**src/logic/disk_ctrl_pkg.sv**
```systemverilog
// Constants and types shared by the disk controller task-file block
package disk_ctrl_pkg;

    // Register indices; byte address on the bus is four times the index
    localparam logic [3:0] IDX_CVEC = 4'h0;  // write: completion vector
    localparam logic [3:0] IDX_ERR  = 4'h3;  // read: error, write: drq vector
    localparam logic [3:0] IDX_SDH  = 4'hD;  // drive_head_select
    localparam logic [3:0] IDX_STAT = 4'hF;  // read: status, write: command

    // drive_head_select fields
    localparam int SDH_ECC    = 7;
    localparam int SDH_SIZE_H = 6;
    localparam int SDH_SIZE_L = 5;
    localparam int SDH_DRV_H  = 4;
    localparam int SDH_DRV_L  = 3;

    // controller_status bit positions
    localparam int ST_BUSY  = 7;
    localparam int ST_READY = 6;
    localparam int ST_WF    = 5;
    localparam int ST_SC    = 4;
    localparam int ST_DRQ   = 3;
    localparam int ST_CORR  = 2;
    localparam int ST_ERR   = 0;

    // Error register bit positions
    localparam int ERR_UNC   = 6;
    localparam int ERR_IDNF  = 4;
    localparam int ERR_ABORT = 2;

    // Sector sizes in bytes
    localparam logic [10:0] SIZE_256  = 11'h100;
    localparam logic [10:0] SIZE_512  = 11'h200;
    localparam logic [10:0] SIZE_1024 = 11'h400;
    localparam logic [10:0] SIZE_128  = 11'h080;

    // Command codes the block itself interprets
    localparam logic [7:0] CMD_TEST     = 8'h90;
    localparam logic [3:0] CMD_WRITE_HI = 4'h3;
    localparam logic [3:0] CMD_FORMAT_HI = 4'h5;

    localparam logic [3:0] RETRY_MAX  = 4'h8;
    localparam int         NUM_DRIVES = 7;
    localparam logic [2:0] FD_BASE    = 3'h3;

    // Reset values
    localparam logic [7:0] SDH_RESET  = 8'h00;
    localparam logic [7:0] VEC_RESET  = 8'h0F;
    localparam logic [9:0] POS_RESET  = 10'h000;

    typedef enum logic [1:0] {
        OP_CMD   = 2'h0,
        OP_SEEK  = 2'h1,
        OP_RECAL = 2'h2,
        OP_DIAG  = 2'h3
    } engine_op_t;

    typedef enum logic [2:0] {
        S_IDLE   = 3'b000,
        S_CHECK  = 3'b001,
        S_SEEK   = 3'b011,
        S_RUN    = 3'b010,
        S_FINISH = 3'b110,
        S_RECAL  = 3'b111,
        S_RESEEK = 3'b101
    } state_t;

endpackage

```
**src/logic/disk_ctrl_host_task_file.sv**
```systemverilog
// Task-file registers, drive decode and command sequencer of the controller
`timescale 1ns/1ns
`default_nettype none

module disk_ctrl_host_task_file
    import disk_ctrl_pkg::*;
(
    input  wire logic        core_clk_in,
    input  wire logic        nrst_in,
    // Avalon-MM slave
    input  wire logic [5:0]  address_in,
    input  wire logic        read_in,
    input  wire logic        write_in,
    input  wire logic [3:0]  byteenable_in,
    input  wire logic [31:0] writedata_in,
    output logic [31:0]      readdata_out,
    output logic             waitrequest_out,
    // Drive lines
    input  wire logic        hd_ready_in,
    input  wire logic        hd_seek_complete_in,
    input  wire logic        hd_write_fault_in,
    input  wire logic        floppy_ready_in,
    input  wire logic        floppy_ready_jumper_in,
    input  wire logic        floppy_write_protect_in,
    // Disk engine
    input  wire logic        diag_start_in,
    input  wire logic [9:0]  target_cyl_in,
    input  wire logic        engine_done_in,
    input  wire logic [7:0]  engine_err_in,
    input  wire logic        engine_corrected_in,
    input  wire logic        engine_uncorr_in,
    input  wire logic        engine_mispos_in,
    input  wire logic        engine_buf_req_in,
    input  wire logic        engine_buf_done_in,
    output logic             op_start_out,
    output engine_op_t       op_code_out,
    output logic [7:0]       cmd_code_out,
    output logic [9:0]       seek_cyl_out,
    output logic             cmd_done_out,
    output logic             busy_out,
    output logic             drq_out,
    output logic [7:0]       complete_vector_out,
    output logic [7:0]       drq_vector_out,
    // Drive selection
    output logic [2:0]       hd_select_out,
    output logic [2:0]       head_out,
    output logic             floppy_unit_chosen_out,
    output logic [3:0]       floppy_unit_out,
    output logic             side_one_out,
    output logic             ecc_enable_out,
    output logic [10:0]      sector_bytes_out
);

    typedef struct packed {
        state_t                          st;
        logic                            ack;
        logic [7:0]                      rdata;
        logic [7:0]                      drive_head_select;
        logic [7:0]                      cmd;
        logic [7:0]                      err;
        logic [7:0]                      cvec;
        logic [7:0]                      dvec;
        logic                            diag;
        logic                            corr;
        logic                            drq;
        logic                            fd_wf;
        logic                            fd_sc;
        logic                            start;
        engine_op_t                      op;
        logic                            done;
        logic [3:0]                      retries;
        logic [NUM_DRIVES-1:0][9:0]      pos;
    } regs_t;

    regs_t       q;
    regs_t       d;
    logic        req;
    logic        wr_acc;
    logic [3:0]  idx;
    logic        floppy_sel;
    logic [2:0]  drv;
    logic        line_ready;
    logic        line_sc;
    logic        line_wf;
    logic        busy;
    logic        is_write_cmd;
    logic        cmd_acc;
    logic [7:0]  status;

    assign req    = read_in | write_in;
    assign idx    = address_in[5:2];
    // A write lands on the edge where waitrequest is seen low
    assign wr_acc = write_in & q.ack & byteenable_in[0];
    assign busy   = (q.st != S_IDLE);

    assign floppy_sel = q.drive_head_select[SDH_DRV_H] & q.drive_head_select[SDH_DRV_L];
    assign drv = floppy_sel ? FD_BASE + {1'b0, q.drive_head_select[2:1]}
                            : {1'b0, q.drive_head_select[SDH_DRV_H:SDH_DRV_L]};

    // Floppies lack seek-complete and write-fault, and ready unless jumpered, so they are synthesised
    assign line_ready = floppy_sel ? (floppy_ready_jumper_in ?
                        floppy_ready_in : 1'b1) : hd_ready_in;
    assign line_sc = floppy_sel ? q.fd_sc : hd_seek_complete_in;
    assign line_wf = floppy_sel ? q.fd_wf : hd_write_fault_in;

    // Diagnostic codes sit in the error register without the error bit
    assign status = {busy, line_ready, line_wf, line_sc, q.drq,
                     q.corr, 1'b0, (|q.err) & ~q.diag};

    assign is_write_cmd = (q.cmd[7:4] == CMD_WRITE_HI) |
                          (q.cmd[7:4] == CMD_FORMAT_HI);
    // Writes to the status address are commands; ignored while busy
    assign cmd_acc = wr_acc & (idx == IDX_STAT) & ~busy;

    always_comb begin
        d       = q;
        d.start = 1'b0;
        d.done  = 1'b0;
        d.ack   = req & ~q.ack;
        if (req & ~q.ack) begin
            unique case (idx)
                IDX_ERR:  d.rdata = q.err;
                IDX_SDH:  d.rdata = q.drive_head_select;
                IDX_STAT: d.rdata = status;
                default:  d.rdata = 8'h00;
            endcase
        end
        if (wr_acc) begin
            unique case (idx)
                IDX_CVEC: d.cvec = writedata_in[7:0];
                IDX_ERR:  d.dvec = writedata_in[7:0];
                IDX_SDH: begin
                    d.drive_head_select = writedata_in[7:0];
                    if (writedata_in[SDH_DRV_H] & writedata_in[SDH_DRV_L]) begin
                        d.fd_sc = 1'b1;
                    end
                end
                default: ;
            endcase
        end
        // Buffer request beats a same-cycle buffer-done
        if (engine_buf_done_in) begin
            d.drq = 1'b0;
        end
        if (engine_buf_req_in) begin
            d.drq = 1'b1;
        end
        if (engine_corrected_in & busy) begin
            d.corr = 1'b1;
        end
        unique case (q.st)
            S_IDLE: begin
                if (cmd_acc | diag_start_in) begin
                    d.cmd     = cmd_acc ? writedata_in[7:0] : CMD_TEST;
                    d.err     = 8'h00;
                    d.corr    = 1'b0;
                    d.fd_wf   = 1'b0;
                    d.retries = 4'h0;
                    d.diag    = 1'b0;
                    // Undefined codes are passed on unchecked
                    if (!cmd_acc || writedata_in[7:0] == CMD_TEST) begin
                        d.diag  = 1'b1;
                        d.op    = OP_DIAG;
                        d.start = 1'b1;
                        d.st    = S_RUN;
                    end else begin
                        d.st = S_CHECK;
                    end
                end
            end
            S_CHECK: begin
                if (!line_ready || !line_sc || line_wf) begin
                    d.err[ERR_ABORT] = 1'b1;
                    d.st = S_FINISH;
                end else if (floppy_sel && is_write_cmd &&
                             floppy_write_protect_in) begin
                    d.fd_wf = 1'b1;
                    d.err[ERR_ABORT] = 1'b1;
                    d.st = S_FINISH;
                end else if (target_cyl_in != q.pos[drv]) begin
                    d.op    = OP_SEEK;
                    d.start = 1'b1;
                    d.st    = S_SEEK;
                end else begin
                    d.op    = OP_CMD;
                    d.start = 1'b1;
                    d.st    = S_RUN;
                end
            end
            S_SEEK: begin
                if (engine_done_in) begin
                    d.pos[drv] = target_cyl_in;
                    d.op       = OP_CMD;
                    d.start    = 1'b1;
                    d.st       = S_RUN;
                end
            end
            S_RUN: begin
                if (engine_uncorr_in) begin
                    d.err[ERR_UNC] = 1'b1;
                    d.st = S_FINISH;
                end else if (engine_mispos_in && !q.diag) begin
                    if (q.retries == RETRY_MAX) begin
                        d.err[ERR_IDNF] = 1'b1;
                        d.st = S_FINISH;
                    end else begin
                        d.retries = q.retries + 4'h1;
                        d.op      = OP_RECAL;
                        d.start   = 1'b1;
                        d.st      = S_RECAL;
                    end
                end else if (engine_done_in) begin
                    d.err = q.err | engine_err_in;
                    d.st  = S_FINISH;
                end
            end
            S_RECAL: begin
                if (engine_done_in) begin
                    d.pos[drv] = POS_RESET;
                    d.op       = OP_SEEK;
                    d.start    = 1'b1;
                    d.st       = S_RESEEK;
                end
            end
            S_RESEEK: begin
                if (engine_done_in) begin
                    d.pos[drv] = target_cyl_in;
                    d.op       = OP_CMD;
                    d.start    = 1'b1;
                    d.st       = S_RUN;
                end
            end
            S_FINISH: begin
                // Every ending, failed or not, takes this same path
                d.done = 1'b1;
                d.st   = S_IDLE;
            end
            default: d.st = S_IDLE;
        endcase
    end

    always_ff @(posedge core_clk_in or negedge nrst_in) begin
        if (!nrst_in) begin
            q      <= '0;
            q.st   <= S_IDLE;
            q.drive_head_select  <= SDH_RESET;
            q.cvec <= VEC_RESET;
            q.dvec <= VEC_RESET;
        end else begin
            q <= d;
        end
    end

    assign readdata_out        = {24'h000000, q.rdata};
    assign waitrequest_out     = req & ~q.ack;
    assign op_start_out        = q.start;
    assign op_code_out         = q.op;
    assign cmd_code_out        = q.cmd;
    assign seek_cyl_out        = target_cyl_in;
    assign cmd_done_out        = q.done;
    assign busy_out            = busy;
    assign drq_out             = q.drq;
    assign complete_vector_out = q.cvec;
    assign drq_vector_out      = q.dvec;

    always_comb begin
        hd_select_out = 3'h0;
        if (!floppy_sel) begin
            hd_select_out[q.drive_head_select[SDH_DRV_H:SDH_DRV_L]] = 1'b1;
        end
        floppy_unit_out = 4'h0;
        if (floppy_sel) begin
            floppy_unit_out[q.drive_head_select[2:1]] = 1'b1;
        end
        unique case (q.drive_head_select[SDH_SIZE_H:SDH_SIZE_L])
            2'b00: sector_bytes_out = SIZE_256;
            2'b01: sector_bytes_out = SIZE_512;
            2'b10: sector_bytes_out = SIZE_1024;
            2'b11: sector_bytes_out = SIZE_128;
        endcase
    end

    assign head_out               = floppy_sel ? 3'h0 : q.drive_head_select[2:0];
    assign floppy_unit_chosen_out = floppy_sel;
    assign side_one_out           = floppy_sel & q.drive_head_select[0];
    assign ecc_enable_out         = ~floppy_sel & q.drive_head_select[SDH_ECC];

    a_busy_on_cmd: assert property (@(posedge core_clk_in)
        disable iff (!nrst_in) cmd_acc |=> $rose(busy_out) ##1 busy_out)
        else $error("busy not raised after command");

    a_cmd_ignored: assert property (@(posedge core_clk_in)
        disable iff (!nrst_in)
        (wr_acc && idx == IDX_STAT && busy) |=> $stable(q.cmd))
        else $error("command written while busy");

    a_refuse_cmd: assert property (@(posedge core_clk_in)
        disable iff (!nrst_in)
        (q.st == S_CHECK && (!line_ready || !line_sc || line_wf))
        |=> q.err[ERR_ABORT] && !op_start_out ##1 cmd_done_out)
        else $error("command ran with drive not usable");

    a_error_clear: assert property (@(posedge core_clk_in)
        disable iff (!nrst_in) cmd_acc |=> q.err == 8'h00)
        else $error("error not cleared by new command");

    a_size_decode: assert property (@(posedge core_clk_in)
        disable iff (!nrst_in)
        (wr_acc && idx == IDX_SDH && writedata_in[6:5] == 2'b11)
        |=> sector_bytes_out == SIZE_128)
        else $error("sector size decode wrong");

    a_drive_latch: assert property (@(posedge core_clk_in)
        disable iff (!nrst_in)
        (wr_acc && idx == IDX_SDH && writedata_in[4:3] == 2'b10)
        |=> hd_select_out == 3'b100 && head_out == $past(writedata_in[2:0]))
        else $error("hard drive select not latched");

    a_floppy_side: assert property (@(posedge core_clk_in)
        disable iff (!nrst_in)
        (wr_acc && idx == IDX_SDH && writedata_in[4:3] == 2'b11)
        |=> floppy_unit_out[$past(writedata_in[2:1])] &&
            side_one_out == $past(writedata_in[0]) && line_sc)
        else $error("floppy selection wrong");

    a_corr_sticky: assert property (@(posedge core_clk_in)
        disable iff (!nrst_in) (q.corr && busy && !cmd_acc) |=> q.corr)
        else $error("corrected flag lost during command");

    a_uncorr_end: assert property (@(posedge core_clk_in)
        disable iff (!nrst_in) (q.st == S_RUN && engine_uncorr_in)
        |=> q.err[ERR_UNC] ##1 cmd_done_out ##1 !busy_out)
        else $error("uncorrectable error not terminated");

    a_drq_clear: assert property (@(posedge core_clk_in)
        disable iff (!nrst_in)
        (engine_buf_done_in && !engine_buf_req_in) |=> !drq_out)
        else $error("data request stuck after buffer done");

    a_recal_retry: assert property (@(posedge core_clk_in)
        disable iff (!nrst_in)
        (q.st == S_RUN && engine_mispos_in && !engine_uncorr_in &&
         !q.diag && q.retries < RETRY_MAX)
        |=> op_start_out && op_code_out == OP_RECAL)
        else $error("no recalibrate on mis-position");

    a_implied_seek: assert property (@(posedge core_clk_in)
        disable iff (!nrst_in)
        (q.st == S_SEEK && engine_done_in)
        |=> op_start_out && op_code_out == OP_CMD &&
            q.pos[drv] == $past(target_cyl_in))
        else $error("implied seek did not update position");

endmodule

`default_nettype wire

```
**config.mk**
```make
export PLATFORM = sky130hd
export DESIGN_NAME = disk_ctrl_host_task_file
export DESIGN_NICKNAME = d
export VERILOG_FILES = /design/src/logic/disk_ctrl_pkg.sv /design/src/logic/disk_ctrl_host_task_file.sv
export SDC_FILE = /design/constraint.sdc
export NUM_CORES = 1
export LEC_CHECK = 0
export ABC_AREA = 1
export ABC_CLOCK_PERIOD_IN_PS = 4550
export BUFFER_PORTS_ARGS = -buffer_cell sky130_fd_sc_hd__buf_4
export CORE_AREA = 5 5 131 146
export DETAILED_ROUTE_END_ITERATION = 8
export DIE_AREA = 0 0 136 151
export PLACE_DENSITY = 0.66
export RECOVER_POWER = 50
export SETUP_SLACK_MARGIN = 0.5
export SLEW_MARGIN = 20
export SYNTH_ARGS = -nofsm -noshare
export SYNTH_HDL_FRONTEND = slang
export SYNTH_SLANG_ARGS = --single-unit
```
**constraint.sdc**
```tcl
create_clock -name core_clk_in -period 4.55 [get_ports core_clk_in]
set_input_delay 0.455 -clock core_clk_in [delete_from_list [all_inputs] [get_ports core_clk_in]]
set_output_delay 0.455 -clock core_clk_in [all_outputs]
set_load 0.01 [all_outputs]
```
==> metrics.cfg, run 1 <==
[worst_setup_path]
required_ps=4870
crit_top_cell=nand2_1
cp-end-kind=flip-flop
crit_type=flip-flop to flip-flop
critPathTopFamily=simple AND/OR/NAND/NOR gates
path_cells=inv_1, ha_1, nand2_1, nand2_1, buf_4, nor2_1, nand2_1, nor2_1, buf_4, nand2_1, o21a_1
path_buf_inv=3
critPathSlowestCell=nor2_1
start_kind=flip-flop
max_stage_delay_ps=600
cp_max_fo=12
arrival_ps=3390

[synthesis]
seq_area_frac_synth_pct=46.0
synth_top_area_share_pct=43.2
synth-seq-cells=135
avgSynthCellArea_um2=7.54
async_flop_share_pct=100
synth_flop_cell=dfrtp_1
synthTopCellsByArea=dfrtp_1, nand2_1, buf_4, o21ai_0, inv_1
synth_edf_count=0
synth_top_cell_by_area=dfrtp_1
syn_area_mm2=0.00736
yosys_warnings=0
syn_inst=976
yosysUniqueCellTypes=39

[run]
max-cap-violations=1

[place]
dpl_cell_area_mm2=0.00799
dp_hpwl_um=13700
post-place-ws_ps=1510
gp_congestion=0.878
io_buffers=113

[floorplan]
initial_core_util_pct=42.2
rows=51
die_height_um=151
core_area_mm2=0.0174
die_area_mm2=0.0205
io_pins=174
die_w_um=136

[sta]
worstMarginPinSlew_ps=2760
period_needed_ps=3070
finalHoldViolCount=0
fin_ws_ps=1480
maxSlewHeadroom_pct=-84.3
finalSetupViolCount=0
drv_slew=111
skew_ps=9.31
rsz0062_at_grt=no
fmax_mhz=325
fin_crit_sh_pct=67.5
tns_ps=0

[clocking]
cts_setup_buffers=0
cts_buffer_depth=2
worstSkewPairLatency_ps=430
cts-root-buf=clkbuf_16
clock-sinks=135
cts_made_buffers=17
cts.htree.levels=4
cts_repair_resize_count=0
tritoncts=done
clk_pin_slew_ps=60
cts_hold_buf=0

[layout]
drive_above_1_share_pct=14.4
area_delta_synth_final_pct=14.9
nFillCells=1779
finalInstanceArea_mm2=0.00846
final_util_pct=48.6
antenna_cells=0
layout.nets=1128

[global_route]
antenna_found_initial=0
grt_use_total_pct=18.8
grt_overflow=0
first_global_vias=5907
grt_max_degree=111
grt_pass1_wl_um=30000

[route]
drt-initial-drc-count=350
drtAntennaViolNets=0
wl_per_cell_um=14.7
first_pass_iters=5
drc=0
drt_wl_total_um=19000
vias=6134
vias_per_cell=4.74

[power_and_ir_drop]
total_power_mw=4.63
p_leak_nw=4.20
power_density_mw_per_mm2=548
peakVddDrop_v=0.000289

[min_path]
hold_class=input pin to flip-flop

[status]
status=complete, but fails checks
violations=capacitance limit, slew limit

[cell usage in the layout, fill, tap and decap left out, types with 10 or more instances in the layout]
master     instances
o21ai_0          106
inv_1            124
clkbuf_16         17
a21oi_1           40
nor2_1            97
nand2_1          252
nand3_1           47
clkbuf_1          29
buf_4             93
nor3_1            10
conb_1            31
dfrtp_1          127
[power breakdown]
| part | internal (mW) | total (mW) | switching [mW] |
|---|---|---|---|
| combinational | 0.571 | 1.63 | 1.06 |
| clock | 0.774 | 1.36 | 0.583 |
| sequential | 1.49 | 1.65 | 0.161 |
[final timing paths]
check,startpoint,end,slack (ps),depth (start not counted)
worst max-delay path,q[116],q[21],1480,11
worst min-delay path,engine_buf_done_in,drq_out,210,2
worst max register to register,q[116],q[21],1480,11
worst min register to register,q[78],q[78],450,2
max in group asynchronous,nrst_in,q[66],2030,1
min in group asynchronous,nrst_in,drq_vector_out[7],860,1
[metal layers]
layer,global-route usage [%],wire (µm),vias to the layer above
met4,7.31,443,0
met2,32.0,9270,182
met5,0,0,-
li1,-,-,3099
met1,23.2,8010,2822
met3,4.19,1250,31
[stage by stage]
| step | cells | hold WS [ps] |
|---|---|---|
| after global routing | 1295 | 213 |
| after global placement | 1263 | 433 |
| after detailed placement | 1263 | 442 |
| after floorplan | 1006 | 159 |
| final | 1295 | 211 |
| after CTS | 1295 | 197 |
[cells by family after synthesis]
logic type	share of synthesized area [%]
DFF	46.0
and+or+nand+nor	23.2
other	0.0510
muxes	0.153
buffers and inverters	16.4
adders and majority gates	1.19
xor gates and xnor gates	0.119
AOI/OAI and AO/OA	12.9
[layout make-up]
| cell class | instances | area [µm²] | area share, % |
|---|---|---|---|
| multi-input combinational | 638 | 2900 | 34.2 |
| timing repair buffer | 123 | 812 | 9.60 |
| sequential | 135 | 3390 | 40.1 |
| tap | 238 | 298 | 3.52 |
| clock buffer | 17 | 425 | 5.03 |
| inverter | 129 | 484 | 5.72 |
| clock inverter | 15 | 154 | 1.82 |
[state kept, by name, summed over array words and instances (netlist names)]
| signal | flops |
|---|---|
| op_code_out | 2 |
| q | 98 |
| cmd_done_out | 1 |
| readdata_out | 8 |
| cmd_code_out | 8 |
| op_start_out | 1 |
| drq_out | 1 |
| complete_vector_out | 8 |
| drq_vector_out | 8 |
[Yosys cell counts (all sizes together) (7+ instances only)]
cell	instances
a21oi	41
clkbuf	18
inv	129
dfrtp	127
nor2	100
o21ai	114
ha	7
nor3	11
nand2	254
dfstp	8
o21a	8
nand3	49
buf	86
No activity file was read; power rests on OpenSTA's default activity.
==> inputs of run 2 (changes only) <==
--- a/config.mk
+++ b/config.mk
@@ -6,12 +6,12 @@
 export NUM_CORES = 1
 export LEC_CHECK = 0
 export ABC_AREA = 1
-export ABC_CLOCK_PERIOD_IN_PS = 4550
+export ABC_CLOCK_PERIOD_IN_PS = 2550
 export BUFFER_PORTS_ARGS = -buffer_cell sky130_fd_sc_hd__buf_4
 export CORE_AREA = 5 5 131 146
 export DETAILED_ROUTE_END_ITERATION = 8
 export DIE_AREA = 0 0 136 151
-export PLACE_DENSITY = 0.66
+export PLACE_DENSITY = 0.69
 export RECOVER_POWER = 50
 export SETUP_SLACK_MARGIN = 0.5
 export SLEW_MARGIN = 20
==> constraint.sdc (replaced) <==
create_clock -name core_clk_in -period 2.55 [get_ports core_clk_in]
set_input_delay 0.255 -clock core_clk_in [delete_from_list [all_inputs] [get_ports core_clk_in]]
set_output_delay 0.255 -clock core_clk_in [all_outputs]
set_load 0.01 [all_outputs]
==> metrics.cfg, run 2 (synthesis gave the netlist of run 1 again) <==
[power_and_ir_drop]
clockPowerShare_pct=25.6  ; -3.7 points
p_leak_nw=4.55  ; +8.5%
p_sw_mw=3.46  ; +92%
power_density_mw_per_mm2=960  ; +75%
swShare_pct=39.1  ; +0.23 points
comb_power_share_pct=41.1  ; +5.9 points
pwr-share-seq_pct=33.3  ; -2.3 points
peakVddDrop_v=0.000632  ; +120%
internal-power_mw=5.38  ; +90%

[floorplan]
core_area_mm2=0.0174  ; unchanged
rows=51  ; unchanged
die_w_um=136  ; unchanged
initial_core_util_pct=42.2  ; unchanged
die_area_mm2=0.0205  ; unchanged
die_height_um=151  ; unchanged
io_pins=174  ; unchanged

[place]
io_buffers=113  ; unchanged
dp_hpwl_um=14300  ; +4.3%
gp_congestion=0.934  ; +6.4%
dpl_cell_area_mm2=0.00827  ; +3.4%

[sta]
maxSlewHeadroom_pct=30.8  ; +120 points
skew_ps=8.08  ; -1.24 ps
finalSetupViolCount=0  ; unchanged
fin_crit_sh_pct=86.5  ; +19 points
fmax_mhz=453  ; +39%
rsz0062_at_grt=yes
tns_ps=0  ; unchanged
finalHoldViolCount=0  ; unchanged
worstMarginPinSlew_ps=1040  ; -1730 ps
period_needed_ps=2210  ; -868 ps
whs_ps=18.3  ; -193 ps
drv_slew=0  ; -100%

[layout]
regArea_mm2=0.00339  ; about the same
most-common-layout-cells=nand2_1, dfrtp_1, buf_4, inv_1, o21ai_0
final_common_cell=nand2_1
largest_register_ffs=98  ; unchanged
drive_above_1_share_pct=23.2  ; +8.8 points
antenna_cells=0  ; unchanged
nFillCells=1673  ; -6.0%
top_register=q
area_delta_synth_final_pct=25.1
layout.nets=1175  ; +4.2%
multi_input_area_mm2=0.00320  ; +10%
finalInstanceArea_mm2=0.00920  ; +8.8%

[route]
drt-initial-drc-count=493  ; +41%
vias_per_cell=4.92  ; +3.9%
drt_wl_total_um=20200  ; +6.3%
wl_per_cell_um=15.0  ; +2.6%
vias=6604  ; +7.7%
drc=0  ; unchanged
first_pass_iters=5  ; unchanged
drtAntennaViolNets=0  ; unchanged

[global_route]
first_global_vias=6276  ; +6.2%
grt_pass1_wl_um=31900  ; +6.1%
grt_max_degree=53  ; -52%
grt_use_total_pct=19.7  ; +0.87 points
antenna_found_initial=0  ; unchanged
grt_overflow=0  ; unchanged

[clocking]
worstSkewPairLatency_ps=430  ; about the same
clk_pin_slew_ps=60  ; about the same
clock-sinks=135  ; unchanged
tritoncts=done
cts-root-buf=clkbuf_16
cts_buffer_depth=2  ; unchanged
cts_made_buffers=17  ; unchanged
cts.htree.levels=4  ; unchanged

[worst_setup_path]
critPathSlowestCell=dfrtp_1
crit_type=flip-flop to flip-flop
critPathTopFamily=simple AND/OR/NAND/NOR gates
cp_max_fo=4  ; -8
required_ps=2860  ; -2010 ps
path_buf_inv=3  ; unchanged
max_stage_delay_ps=390  ; -210 ps
cp-end-kind=flip-flop
crit_top_cell=nand2_1
arrival_ps=2520  ; -870 ps
path_cells=inv_2, ha_4, nand2_4, nand2_4, buf_6, nand2_8, inv_8, nand3_2, nand2_2, o21ai_1, nand2_1, nor2_2, nand2_1, nor2_1, nand2_1, nand2_1, nand2_1, nand2_1, nand2_1
start_kind=flip-flop

[run]
max-cap-violations=0  ; -1

[status]
status=completed

[min_path]
hold_class=input pin to flip-flop

## run 2: what timing repair did
| item | CTS | global route |
|---|---|---|
| cloned | 1 | 1 |
| endpoints found under the setup margin | 37 | 52 |
| resized for setup | 32 | 60 |
| hold buffers | 1 | 0 |
| endpoints found under the hold margin | 31 | 0 |
| pin swaps | 21 | 12 |
| buffers inserted | 14 | 9 |
## run 2: power groups by stage
stage | sequential [mW] | combinational (mW) | clock (mW)
CTS | 2.93 | 3.47 | 2.29
detailed placement | 2.97 | 3.13 | 0
finish | 2.94 | 3.63 | 2.26
global route | 3.00 | 4.05 | 2.40
floorplan | 2.89 | 2.28 | 0
global placement | 2.96 | 3.09 | 0
## run 2: worst paths after layout
kind | from | endpoint | slack, ps | depth (start not counted)
worst max-delay path | q[116] | q[132] | 340 | 19
worst min-delay path | engine_buf_done_in | drq_out | 20 | 2
worst max register to register | q[116] | q[132] | 340 | 19
worst min register to register | q[9] | q[9] | 480 | 2
max in group asynchronous | nrst_in | q[119] | 580 | 3
min in group asynchronous | nrst_in | drq_out | 550 | 2
## run 2: metal layers
metal	up-vias	wire length [µm]	GRT usage (%)
li1	3216	-	-
met1	3111	8190	24.4
met2	243	10200	33.8
met3	34	1410	4.02
met4	0	414	7.26
met5	-	0	0
## run 2: layout make-up
type / instances / share of cell area [%]
Multi-Input combinational cell: 638 / 34.7
Inverter: 129 / 5.37
Clock inverter: 13 / 1.06
Timing Repair Buffer: 170 / 14.0
Sequential cell: 135 / 36.8
Tap cell: 238 / 3.24
Clock buffer: 19 / 4.81
## run 2: per-stage QoR
step	power [mW]	instances	utilization [%]	setup slack [ps]
2_1_floorplan	5.16	1006	-	493
3_3_place_gp	6.05	1284	47.4	231
3_5_place_dp	6.10	1284	47.4	199
4_1_cts	8.69	1332	52.1	398
5_1_grt	9.45	1342	52.8	160
6_report	8.84	1342	52.8	345
==> inputs of run 3 (changes only) <==
--- a/config.mk
+++ b/config.mk
@@ -11,7 +11,7 @@
 export CORE_AREA = 5 5 131 146
 export DETAILED_ROUTE_END_ITERATION = 8
 export DIE_AREA = 0 0 136 151
-export PLACE_DENSITY = 0.69
+export PLACE_DENSITY = 0.68
 export RECOVER_POWER = 50
 export SETUP_SLACK_MARGIN = 0.5
 export SLEW_MARGIN = 20
==> metrics.cfg, run 3 (synthesis gave the netlist of run 1 again) <==
[clocking]
cts_made_buffers=17  ; unchanged
worstSkewPairLatency_ps=430  ; about the same
cts_buffer_depth=2  ; unchanged
tritoncts=done
clock-sinks=135  ; unchanged
cts.htree.levels=4  ; unchanged
cts-root-buf=clkbuf_16
clk_pin_slew_ps=60  ; about the same

[route]
wl_per_cell_um=15.4  ; +2.4%
drc=0  ; unchanged
first_pass_iters=5  ; unchanged
drtAntennaViolNets=0  ; unchanged
vias=6595  ; -0.14%
drt_wl_total_um=20800  ; +3.0%
vias_per_cell=4.89  ; -0.73%
drt-initial-drc-count=554  ; +12%

[global_route]
antenna_found_initial=0  ; unchanged
grt.busiest_layer=met2
first_global_vias=6490  ; +3.4%
gr-usage-met1_pct=24.9  ; +0.51 points
grt_max_degree=63  ; +19%
grt_use_total_pct=20.6  ; +0.90 points
grt_pass1_wl_um=32900  ; +3.2%
grt_overflow=0  ; unchanged
grtUsageMet3_pct=4.98  ; +0.96 points
gr-usage-met2_pct=35.6  ; +1.8 points

[worst_setup_path]
r2r_slack_ps=330  ; -20 ps
start_kind=flip-flop
worstSetupStartpoint=q[117]
ff2ff_path_depth=18  ; -1
cp-end-kind=flip-flop
cp_max_fo=5  ; +1
arrival_ps=2540  ; +20 ps
r2r_end=q[132]
timing.rr.start=q[117]
required_ps=2870  ; about the same
crit_type=flip-flop to flip-flop

[layout]
area_delta_synth_final_pct=26.2
top_register=q
final_common_cell=nand2_1
most-common-layout-cells=nand2_1, dfrtp_1, buf_4, inv_1, o21ai_0
drive_above_1_share_pct=22.9  ; -0.26 points
layout.nets=1183  ; +0.68%
final_util_pct=53.3  ; +0.48 points
nFillCells=1626  ; -2.8%
largest_register_ffs=98  ; unchanged
antenna_cells=0  ; unchanged

[sta]
worstMarginPinSlew_ps=1610  ; +576 ps
finalHoldViolCount=0  ; unchanged
finalSetupViolCount=0  ; unchanged
drv_slew=62  ; +62
fin_crit_sh_pct=87.1  ; +0.64 points
fmax_mhz=450  ; -0.73%
period_needed_ps=2220  ; +16.3 ps
rsz0062_at_grt=yes
maxSlewHeadroom_pct=-7.60  ; -38 points
skew_ps=10.2  ; +2.12 ps
tns_ps=0  ; unchanged

[status]
violations=capacitance limit, slew limit
status=complete, but fails checks

[place]
gp_congestion=0.901  ; -3.5%
dp_hpwl_um=14400  ; +0.91%
io_buffers=113  ; unchanged

[power_and_ir_drop]
power_density_mw_per_mm2=996  ; +3.8%
total_power_mw=9.25  ; +4.7%
p_leak_nw=4.52  ; -0.71%
peakVddDrop_v=0.000515  ; -18%

[min_path]
hold_depth=2  ; unchanged
min_from=engine_buf_req_in
holdPathEnd=drq_out
hold_class=input pin to flip-flop

[floorplan]
die_w_um=136  ; unchanged
rows=51  ; unchanged
initial_core_util_pct=42.2  ; unchanged
die_height_um=151  ; unchanged
die_area_mm2=0.0205  ; unchanged
io_pins=174  ; unchanged
core_area_mm2=0.0174  ; unchanged

[run]
max-cap-violations=1  ; +1

[run 3: cell count changes in the layout (fill, tap and decap cells not counted), sizes merged]
cell	change
inv	+1
clkinvlp	-1
clkinv	-1
clkbuf	+5
bufinv	+3
dlygate4sd3	+1
[run 3: final cells by class]
cell class,count,area [µm²],share of cell area (%)
Timing Repair Buffer,178,1340,14.4
Tap cell,238,298,3.21
Clock buffer,17,425,4.58
Multi-Input combinational cell,638,3150,33.9
Sequential cell,135,3390,36.5
Clock inverter,15,191,2.06
Inverter,129,494,5.32
[run 3: power breakdown]
group | switching [mW] | internal, mW
sequential | 0.291 | 2.66
clock | 1.01 | 1.56
combinational | 2.24 | 1.50
total | 3.54 | 5.71
[run 3: metrics by stage]
step           setup slack (ps)  hold slack [ps]  instances  cell area, µm²
6_report                    329             31.7       1350            9290
5_1_grt                     164             39.0       1350            9290
4_1_cts                     350             17.1       1337            9220
3_5_place_dp                179              276       1286            8280
3_3_place_gp                208              278       1286            8280
2_1_floorplan               493            -40.6       1006            7550
[run 3: how the worst max path moves through the flow]
| stage | end | cells past startpoint |
|---|---|---|
| after floorplan | q[132] | 20 |
| after global placement | q[132] | 18 |
| after detailed placement | q[132] | 18 |
| after CTS | q[132] | 17 |
| after global routing | q[132] | 20 |
| final | q[132] | 18 |
[run 3: what timing repair did]
action | 4_1_cts | 5_1_grt
pin swaps | 17 | 21
hold buffers | 2 | 0
endpoints found under the setup margin | 26 | 43
cloned | 2 | 1
gates resized for setup | 34 | 48
setup buffers | 15 | 12
endpoints found under the hold margin | 53 | 0
[run 3: critical path: stages, from the launching register on]
cell and delay (ps):
dfrtp_1 380, inv_2 90, ha_4 300, buf_4 110
inv_1 60, nor2_4 220, nand3_1 110, nand2_1 100
nor2_1 50, nand2_1 50, nand2_1 60, nor2_2 140
nand2_1 60, nor2_1 90, nand2_1 80, nand2_2 60
nand2_1 50, nand2_1 50, nand2_1 40
[run 3: layer usage]
layer | wire length (µm) | part of all wire, %
met2 | 10200 | 49
met4 | 526 | 2.5
met1 | 8630 | 42
met3 | 1380 | 6.6
met5 | 0 | 0
